[src/rtl/dbgak_pkg.sv]
// shared constants of the debug pin acknowledge handshake
// assumes a single 100 MHz clock on both ends
package dbgak_pkg;

  // command codes carried from host end to device end
  localparam logic [3:0] CMD_NONE              = 4'h0;
  localparam logic [3:0] CMD_ACK_ON            = 4'h1;
  localparam logic [3:0] CMD_ACK_OFF           = 4'h2;
  localparam logic [3:0] CMD_READ              = 4'h3;
  localparam logic [3:0] CMD_WRITE             = 4'h4;
  localparam logic [3:0] CMD_ENTER_DEBUG       = 4'h5;
  localparam logic [3:0] CMD_RESUME            = 4'h6;
  localparam logic [3:0] CMD_RESUME_UNTIL_HALT = 4'h7;
  localparam logic [3:0] CMD_SINGLE_STEP       = 4'h8;
  localparam logic [3:0] CMD_TAGGED_RESUME     = 4'h9;
  localparam logic [3:0] CMD_RESYNC            = 4'hA;
  localparam int         CMD_WIDTH             = 4;

  // timing
  localparam int CLK_PERIOD_NS       = 10;
  localparam int ACK_LOW_CYCLES      = 16;
  localparam int ACK_HIGH_CYCLES     = 1;
  localparam int WORST_WAIT_NS       = 2000;
  localparam int WORST_WAIT_CYCLES   = WORST_WAIT_NS / CLK_PERIOD_NS;
  localparam int ACK_TIMEOUT_NS      = 2000;
  localparam int ACK_TIMEOUT_CYCLES  = ACK_TIMEOUT_NS / CLK_PERIOD_NS;
  localparam int CNT_WIDTH           = 12;

  // reset values
  localparam logic ACK_EN_RESET = 1'b0;

endpackage

[src/rtl/dbgak_link_if.sv]
// link between host end and device end: command strobe and debug pin
// assumes a pull-up on the debug pin; either end may drive it
`timescale 1ns/1ps
`default_nettype none
interface dbgak_link_if;
  logic                         cmdValid;
  logic [dbgak_pkg::CMD_WIDTH-1:0] cmdCode;
  logic                         devPinOut;
  logic                         devPinOe;
  logic                         hostPinOut;
  logic                         hostPinOe;
  logic                         pinLevel;

  // wired level with pull-up
  assign pinLevel = (devPinOe ? devPinOut : 1'b1) & (hostPinOe ? hostPinOut : 1'b1);

  modport device (
    input  cmdValid,
    input  cmdCode,
    output devPinOut,
    output devPinOe,
    input  pinLevel
  );

  modport host (
    output cmdValid,
    output cmdCode,
    output hostPinOut,
    output hostPinOe,
    input  pinLevel
  );
endinterface
`default_nettype wire

[src/rtl/dbgak_device.sv]
// device end of the debug pin acknowledge handshake
// assumes commands arrive fully framed as one-cycle strobes on the link,
// and that bus and cpu completion inputs are on the same clock
//
// Operation
// - ack-on enables pulses after cpu commands
// - ack-on itself answered by a pulse
// - ack-off stops later pulses except the one answering a later ack-on
// - host waits worst-case delay when disabled
// - reset leaves acknowledge disabled
// - read ack after bus cycle done
// - write ack after data and bus write
// - host probes support with ack-on
// - unsupported target ignores ack-on silently
// - enter-debug ack when cpu halts
// - resume ack when cpu leaves debug
// - resume-until-halt ack on next halt entry
// - host prefers resume-until-halt for breakpoints
// - single step one instruction, ack on re-entry
// - resync cancels pending cpu-command ack
// - tagged resume never acknowledged
// - debug pin driven pseudo-open-drain
`timescale 1ns/1ps
`default_nettype none
module dbgak_device #(
  parameter int ACK_LOW  = dbgak_pkg::ACK_LOW_CYCLES,
  parameter int ACK_HIGH = dbgak_pkg::ACK_HIGH_CYCLES,
  parameter bit HANDSHAKE_SUPPORT = 1'b1
) (
  input  wire logic      clk,
  input  wire logic      srst,
  dbgak_link_if.device   link,
  output logic           busReq,
  output logic           busWrite,
  input  wire logic      busDone,
  output logic           haltReq,
  output logic           resumeReq,
  output logic           stepReq,
  input  wire logic      cpuEnteredBgnd,
  input  wire logic      cpuLeftBgnd,
  output logic           ackEnabled,
  output logic           busy
);

  localparam int CW = dbgak_pkg::CNT_WIDTH;

  if (ACK_LOW < 1 || ACK_HIGH < 1 || ACK_LOW >= (1 << CW) || ACK_HIGH >= (1 << CW)) begin : g_chk
    $error("dbgak_device: pulse counts out of range");
  end

  typedef enum logic [5:0] {
    ST_IDLE   = 6'b000001,
    ST_BUS    = 6'b000010,
    ST_WENTER = 6'b000100,
    ST_WEXIT  = 6'b001000,
    ST_LOW    = 6'b010000,
    ST_HIGH   = 6'b100000
  } dbgak_dev_state_t;

  dbgak_dev_state_t  state_r;
  dbgak_dev_state_t  state_nxt;
  logic              ackEn_r;
  logic              ackEn_nxt;
  logic              cancelable_r;
  logic              cancelable_nxt;
  logic [CW-1:0]     cnt_r;
  logic [CW-1:0]     cnt_nxt;
  logic              busReq_r;
  logic              busReq_nxt;
  logic              busWrite_r;
  logic              busWrite_nxt;
  logic              haltReq_r;
  logic              haltReq_nxt;
  logic              resumeReq_r;
  logic              resumeReq_nxt;
  logic              stepReq_r;
  logic              stepReq_nxt;
  logic              pinOut_r;
  logic              pinOut_nxt;
  logic              pinOe_r;
  logic              pinOe_nxt;

  // start a pulse if enabled, else go idle
  function automatic dbgak_dev_state_t finish(input logic en);
    finish = en ? ST_LOW : ST_IDLE;
  endfunction

  always_comb begin
    state_nxt      = state_r;
    ackEn_nxt      = ackEn_r;
    cancelable_nxt = cancelable_r;
    cnt_nxt        = cnt_r;
    busReq_nxt     = 1'b0;
    busWrite_nxt   = busWrite_r;
    haltReq_nxt    = 1'b0;
    resumeReq_nxt  = 1'b0;
    stepReq_nxt    = 1'b0;
    pinOut_nxt     = 1'b1;
    pinOe_nxt      = 1'b0;
    case (state_r)
      ST_IDLE: begin
        cnt_nxt        = CW'(ACK_LOW - 1);
        cancelable_nxt = 1'b0;
        if (link.cmdValid) begin
          case (link.cmdCode)
            dbgak_pkg::CMD_ACK_ON: begin
              if (HANDSHAKE_SUPPORT) begin
                ackEn_nxt = 1'b1;
                state_nxt = ST_LOW;
              end
            end
            dbgak_pkg::CMD_ACK_OFF: begin
              ackEn_nxt = 1'b0;
            end
            dbgak_pkg::CMD_READ: begin
              busReq_nxt   = 1'b1;
              busWrite_nxt = 1'b0;
              state_nxt    = ST_BUS;
            end
            dbgak_pkg::CMD_WRITE: begin
              busReq_nxt   = 1'b1;
              busWrite_nxt = 1'b1;
              state_nxt    = ST_BUS;
            end
            dbgak_pkg::CMD_ENTER_DEBUG: begin
              haltReq_nxt    = 1'b1;
              cancelable_nxt = 1'b1;
              state_nxt      = ST_WENTER;
            end
            dbgak_pkg::CMD_RESUME: begin
              resumeReq_nxt  = 1'b1;
              cancelable_nxt = 1'b1;
              state_nxt      = ST_WEXIT;
            end
            dbgak_pkg::CMD_RESUME_UNTIL_HALT: begin
              resumeReq_nxt  = 1'b1;
              cancelable_nxt = 1'b1;
              state_nxt      = ST_WENTER;
            end
            dbgak_pkg::CMD_SINGLE_STEP: begin
              stepReq_nxt    = 1'b1;
              cancelable_nxt = 1'b1;
              state_nxt      = ST_WENTER;
            end
            dbgak_pkg::CMD_TAGGED_RESUME: begin
              resumeReq_nxt = 1'b1;
            end
            default: begin
              state_nxt = ST_IDLE;
            end
          endcase
        end
      end
      ST_BUS: begin
        if (busDone) begin
          state_nxt = finish(ackEn_r);
        end
      end
      ST_WENTER: begin
        if (cancelable_r && link.cmdValid && link.cmdCode == dbgak_pkg::CMD_RESYNC) begin
          state_nxt = ST_IDLE;
        end else if (cpuEnteredBgnd) begin
          state_nxt = finish(ackEn_r);
        end
      end
      ST_WEXIT: begin
        if (cancelable_r && link.cmdValid && link.cmdCode == dbgak_pkg::CMD_RESYNC) begin
          state_nxt = ST_IDLE;
        end else if (cpuLeftBgnd) begin
          state_nxt = finish(ackEn_r);
        end
      end
      ST_LOW: begin
        pinOut_nxt = 1'b0;
        pinOe_nxt  = 1'b1;
        if (cnt_r == '0) begin
          cnt_nxt    = CW'(ACK_HIGH - 1);
          state_nxt  = ST_HIGH;
        end else begin
          cnt_nxt = cnt_r - CW'(1);
        end
      end
      ST_HIGH: begin
        pinOut_nxt = 1'b1;
        pinOe_nxt  = 1'b1;
        if (cnt_r == '0) begin
          state_nxt = ST_IDLE;
        end else begin
          cnt_nxt = cnt_r - CW'(1);
        end
      end
      default: begin
        state_nxt = ST_IDLE;
      end
    endcase
  end

  always_ff @(posedge clk) begin
    if (srst) begin
      state_r      <= ST_IDLE;
      ackEn_r      <= dbgak_pkg::ACK_EN_RESET;
      cancelable_r <= 1'b0;
      cnt_r        <= '0;
      busReq_r     <= 1'b0;
      busWrite_r   <= 1'b0;
      haltReq_r    <= 1'b0;
      resumeReq_r  <= 1'b0;
      stepReq_r    <= 1'b0;
      pinOut_r     <= 1'b1;
      pinOe_r      <= 1'b0;
    end else begin
      state_r      <= state_nxt;
      ackEn_r      <= ackEn_nxt;
      cancelable_r <= cancelable_nxt;
      cnt_r        <= cnt_nxt;
      busReq_r     <= busReq_nxt;
      busWrite_r   <= busWrite_nxt;
      haltReq_r    <= haltReq_nxt;
      resumeReq_r  <= resumeReq_nxt;
      stepReq_r    <= stepReq_nxt;
      pinOut_r     <= pinOut_nxt;
      pinOe_r      <= pinOe_nxt;
    end
  end

  assign link.devPinOut = pinOut_r;
  assign link.devPinOe  = pinOe_r;
  assign busReq         = busReq_r;
  assign busWrite       = busWrite_r;
  assign haltReq        = haltReq_r;
  assign resumeReq      = resumeReq_r;
  assign stepReq        = stepReq_r;
  assign ackEnabled     = ackEn_r;
  assign busy           = (state_r != ST_IDLE) || pinOe_r;

endmodule
`default_nettype wire

[src/flat_wrapper.sv]
// flat-port wrapper written by rule: the top's interface ports become plain ports
module dbgak_device_flat 
#(
  parameter int ACK_LOW  = dbgak_pkg::ACK_LOW_CYCLES,
  parameter int ACK_HIGH = dbgak_pkg::ACK_HIGH_CYCLES,
  parameter bit HANDSHAKE_SUPPORT = 1'b1
)
  (clk, srst, busReq, busWrite, busDone, haltReq, resumeReq, stepReq, cpuEnteredBgnd, cpuLeftBgnd, ackEnabled, busy, link_cmdValid, link_cmdCode, link_devPinOut, link_devPinOe);
  dbgak_link_if link_i ();
  input  wire logic clk;
  input  wire logic srst;
  output logic busReq;
  output logic busWrite;
  input  wire logic busDone;
  output logic haltReq;
  output logic resumeReq;
  output logic stepReq;
  input  wire logic cpuEnteredBgnd;
  input  wire logic cpuLeftBgnd;
  output logic ackEnabled;
  output logic busy;
  input wire logic [$bits(link_i.cmdValid)-1:0] link_cmdValid;
  input wire logic [$bits(link_i.cmdCode)-1:0] link_cmdCode;
  output wire logic [$bits(link_i.devPinOut)-1:0] link_devPinOut;
  output wire logic [$bits(link_i.devPinOe)-1:0] link_devPinOe;
  assign link_i.cmdValid = link_cmdValid;
  assign link_i.cmdCode = link_cmdCode;
  assign link_devPinOut = link_i.devPinOut;
  assign link_devPinOe = link_i.devPinOe;
  dbgak_device #(.ACK_LOW(ACK_LOW), .ACK_HIGH(ACK_HIGH), .HANDSHAKE_SUPPORT(HANDSHAKE_SUPPORT)) u_core (.clk(clk), .srst(srst), .link(link_i), .busReq(busReq), .busWrite(busWrite), .busDone(busDone), .haltReq(haltReq), .resumeReq(resumeReq), .stepReq(stepReq), .cpuEnteredBgnd(cpuEnteredBgnd), .cpuLeftBgnd(cpuLeftBgnd), .ackEnabled(ackEnabled), .busy(busy));
endmodule
[config.mk]
export PLATFORM = sky130hd
export DESIGN_NAME = dbgak_device_flat
export DESIGN_NICKNAME = d
export VERILOG_FILES = /design/src/rtl/dbgak_pkg.sv /design/src/rtl/dbgak_link_if.sv /design/src/rtl/dbgak_device.sv /design/src/flat_wrapper.sv
export SDC_FILE = /design/constraint.sdc
export NUM_CORES = 1
export LEC_CHECK = 0
export BUFFER_PORTS_ARGS = -buffer_cell sky130_fd_sc_hd__buf_2
export CAP_MARGIN = 15
export CORE_UTILIZATION = 49
export CTS_CLUSTER_DIAMETER = 30
export DETAILED_ROUTE_END_ITERATION = 10
export GPL_TIMING_DRIVEN = 0
export PLACE_DENSITY = 0.74
export SYNTH_ARGS = -nofsm -noshare
export SYNTH_HDL_FRONTEND = slang
export SYNTH_SLANG_ARGS = --single-unit
export TNS_END_PERCENT = 30
[constraint.sdc]
create_clock -name clk -period 5.95 [get_ports clk]
set_input_delay 0.595 -clock clk [delete_from_list [all_inputs] [get_ports clk]]
set_output_delay 0.595 -clock clk [all_outputs]
set_load 0.005 [all_outputs]
==> results.md <==
- Status: completed
- Post-synth top area share: 33.57%
- DR vias: between 1500 and 2000
- Max Cap Viol: 0
- Yosys reg bits: 27
- Share of cells above drive strength 1: ~14%
- Post-Layout Cell Count: 273
- Clock slew at reported path FFs: roughly 150 ps
- Post-CTS sizing: 0
- Yosys warnings: 0
- DRC Markers: 0
- Top routing layer in use: met4
- GP Congestion: about 0.85
- Critical Path Source Type: register
- Die Height: 59.33 um
- DRT Wirelength: 3657 um
- Crit-path cells: buf_2, nor4_1, nand2_1, clkbuf_1, or2_2, buf_2
- Synth area leaders: dfxtp_1, nor2_1, a21oi_1
- Worst vdd ir: between 0.15 and 0.2 mV
- DR vias/cell: about 5.7
- Worst Hold Class: reg2reg
- Max Transition Viols Final: 0
- Final nets: between 200 and 250
- Die X: approximately 59 um
- Clock root buffer: clkbuf_4
- Io pins: 19
- Seq/Total Area, Yosys: between 30% and 40%
- Final Hold Fails: 0
- Final setup violation count: 0
- Top_reg_cell synth: dfxtp_1
- Crit Path Class: reg2out
- Max-slew headroom: 60.70%
- Commonest non-fill, non-tap cell in the layout: dfxtp_1
- Cells after Synth: between 200 and 250
- Longest Clk Path Bufs: 2
- Post-synth cell types: between 50 and 60
- Arr. time, crit path: 2150 ps
- Die area: around 3500 um2
- Critical path endpoint category: output pin
- Synth Net Count: 220
- Worst path slowest cell: nor4_1
- DR iter-0 viols: between 60 and 70
- Post-Syn Area: around 1600 um2
- Initial antenna violation count: 0
- Post-synth ARST share: 0%
- Initial Utilization: roughly 52%
- Final Skew: 6.100 ps
- Met3 WL: ~170 um
- Met2 Routed Length: ~1500 um
- Largest area contributor in the netlist: dfxtp_1
- N_diodes: 0
- Post-Place Worst Slack: approximately 3600 ps
- P_leak: between 0.0006 and 0.0007 uW
- Worst Path Max Fanout: 10
- Gr ovfl total: 0
- Min Tclk post-route: between 2000 and 3000 ps
- Tot GR Track Use: about 22%
- Antenna Violating Nets Remaining: 0
- Most frequent cells in the layout: dfxtp_1, nor2_1, buf_2
- FP Rows: 20
- CTS H-tree depth: 1
- Crit path largest cell delay: approximately 500 ps
- Port Buffers: 16
- Largest net degree at the start of global routing: 16
- Critical Path RT: approximately 5400 ps
- CTS Hold Bufs: 0
- Worst hold slack: approximately 490 ps
- Worst-skew pair later-pin latency: 340 ps
- Layout area overhead: 10.10%
- Total core area: just over 3000 um2
- Syn Area/Cell: between 7 and 8 um2
- Final setup margin: approximately 3200 ps
- Drt pass-1 iters: 4
- WL per Instance: roughly 13 um
- Most used cell, CP: buf_2
- TNS Setup: 0 ps
- CTS tree: yes
- Fin crit share: between 40% and 50%
- Pin slew with the least headroom to its limit: approximately 580 ps
- DP HPWL: 2652 um
- First-pass GRT wire length: approximately 6000 um
- Total power draw: 508.2 uW
- Number of flops mapped to enable cells by yosys: 0
- CTS sink cnt: 27
- Post-CTS setup buffer count: 0
- Fmax: around 0.36 GHz
- Unrepaired setup endpoints after global routing: no
- Vias in the first global route: ~1300
- Pwr Density: ~290 nW/um2
- CTS Buf Count: 3
- Dpl cells: 269
- Met1 wire length: about 1900 um
==> worst max-delay path: cells and delay by family (launching register included) <==
family,cells,cell delay [ps]
buffers and inverters,3,550
flip-flops,1,330
AND/OR/NAND/NOR,3,950
==> stage by stage <==
step	utilization (%)	instance area, um2
2_1_floorplan	-	1610
3_3_place_gp	56.71	1745
3_5_place_dp	56.71	1745
4_1_cts	57.60	1773
5_1_grt	57.60	1773
6_report	57.60	1773
==> final timing paths <==
check | from | end | slack, ps | cells after the start
setup / recovery | u_core.state_r[5] | busy | 3210 | 6
hold / removal | u_core.cnt_r[1] | u_core.cnt_r[1] | 490 | 2
setup reg to reg | u_core.cnt_r[0] | u_core.state_r[2] | 3670 | 7
hold reg to reg | u_core.cnt_r[1] | u_core.cnt_r[1] | 490 | 2
==> power breakdown <==
part,internal [uW],switching [uW],leakage (uW)
combinational,82.8,133,0.000444
sequential,198,12.5,0.000220
clock,25.3,56.9,0.0000177
total,306,202,0.000682
==> registers in the layout (all words and copies together), names as in the netlist <==
signal	cells
u_core.ackEnabled	1
u_core.stepReq	1
u_core.cnt_r	12
u_core.link.devPinOe	1
u_core.state_r	6
u_core.busWrite	1
u_core.link.devPinOut	1
u_core.resumeReq	1
u_core.busReq	1
u_core.cancelable_r	1
u_core.haltReq	1
==> cells by family (layout without fill, tap and decap cells) <==
group | after synthesis | in the layout | share of synthesized area, %
AO/OA/AOI/OAI | 66 | 66 | 27.43
XOR/XNOR | 3 | 3 | 1.632
adder cells (fa/ha/maj) | 1 | 1 | 0.7769
buffers and inverters | 24 | 44 | 5.906
AND/OR/NAND/NOR | 86 | 86 | 29.45
multiplexers | 2 | 2 | 1.243
flip-flops | 27 | 27 | 33.57
==> area by class of cell <==
cell class / count / area (um2)
plain buffers: 14 / 57.56
clock buffers: 3 / 22.52
clock inverters: 1 / 5.005
fillers: 302 / 1305
inverters: 10 / 37.54
multi-input cells: 158 / 974.7
flip-flops and latches: 27 / 540.5
well taps: 44 / 55.05
repair buffers: 16 / 80.08
==> layer usage <==
metal  up-vias  global-route usage [%]
li1        814                       -
met1       695                   33.11
met2        33                   32.10
met3         5                   2.183
met4         0                   8.163
met5         -                       0
==> Yosys cell counts (all sizes together), types with 4 or more instances <==
cell type   n
a211oi      6
a21oi      16
a311oi      5
buf         4
clkbuf     10
dfxtp      27
inv        10
nand2      17
nor2       22
nor2b       4
nor3       10
nor4        8
o21ai      13
o31ai       4
or2         4
No activity file was read; power rests on OpenSTA's default activity.
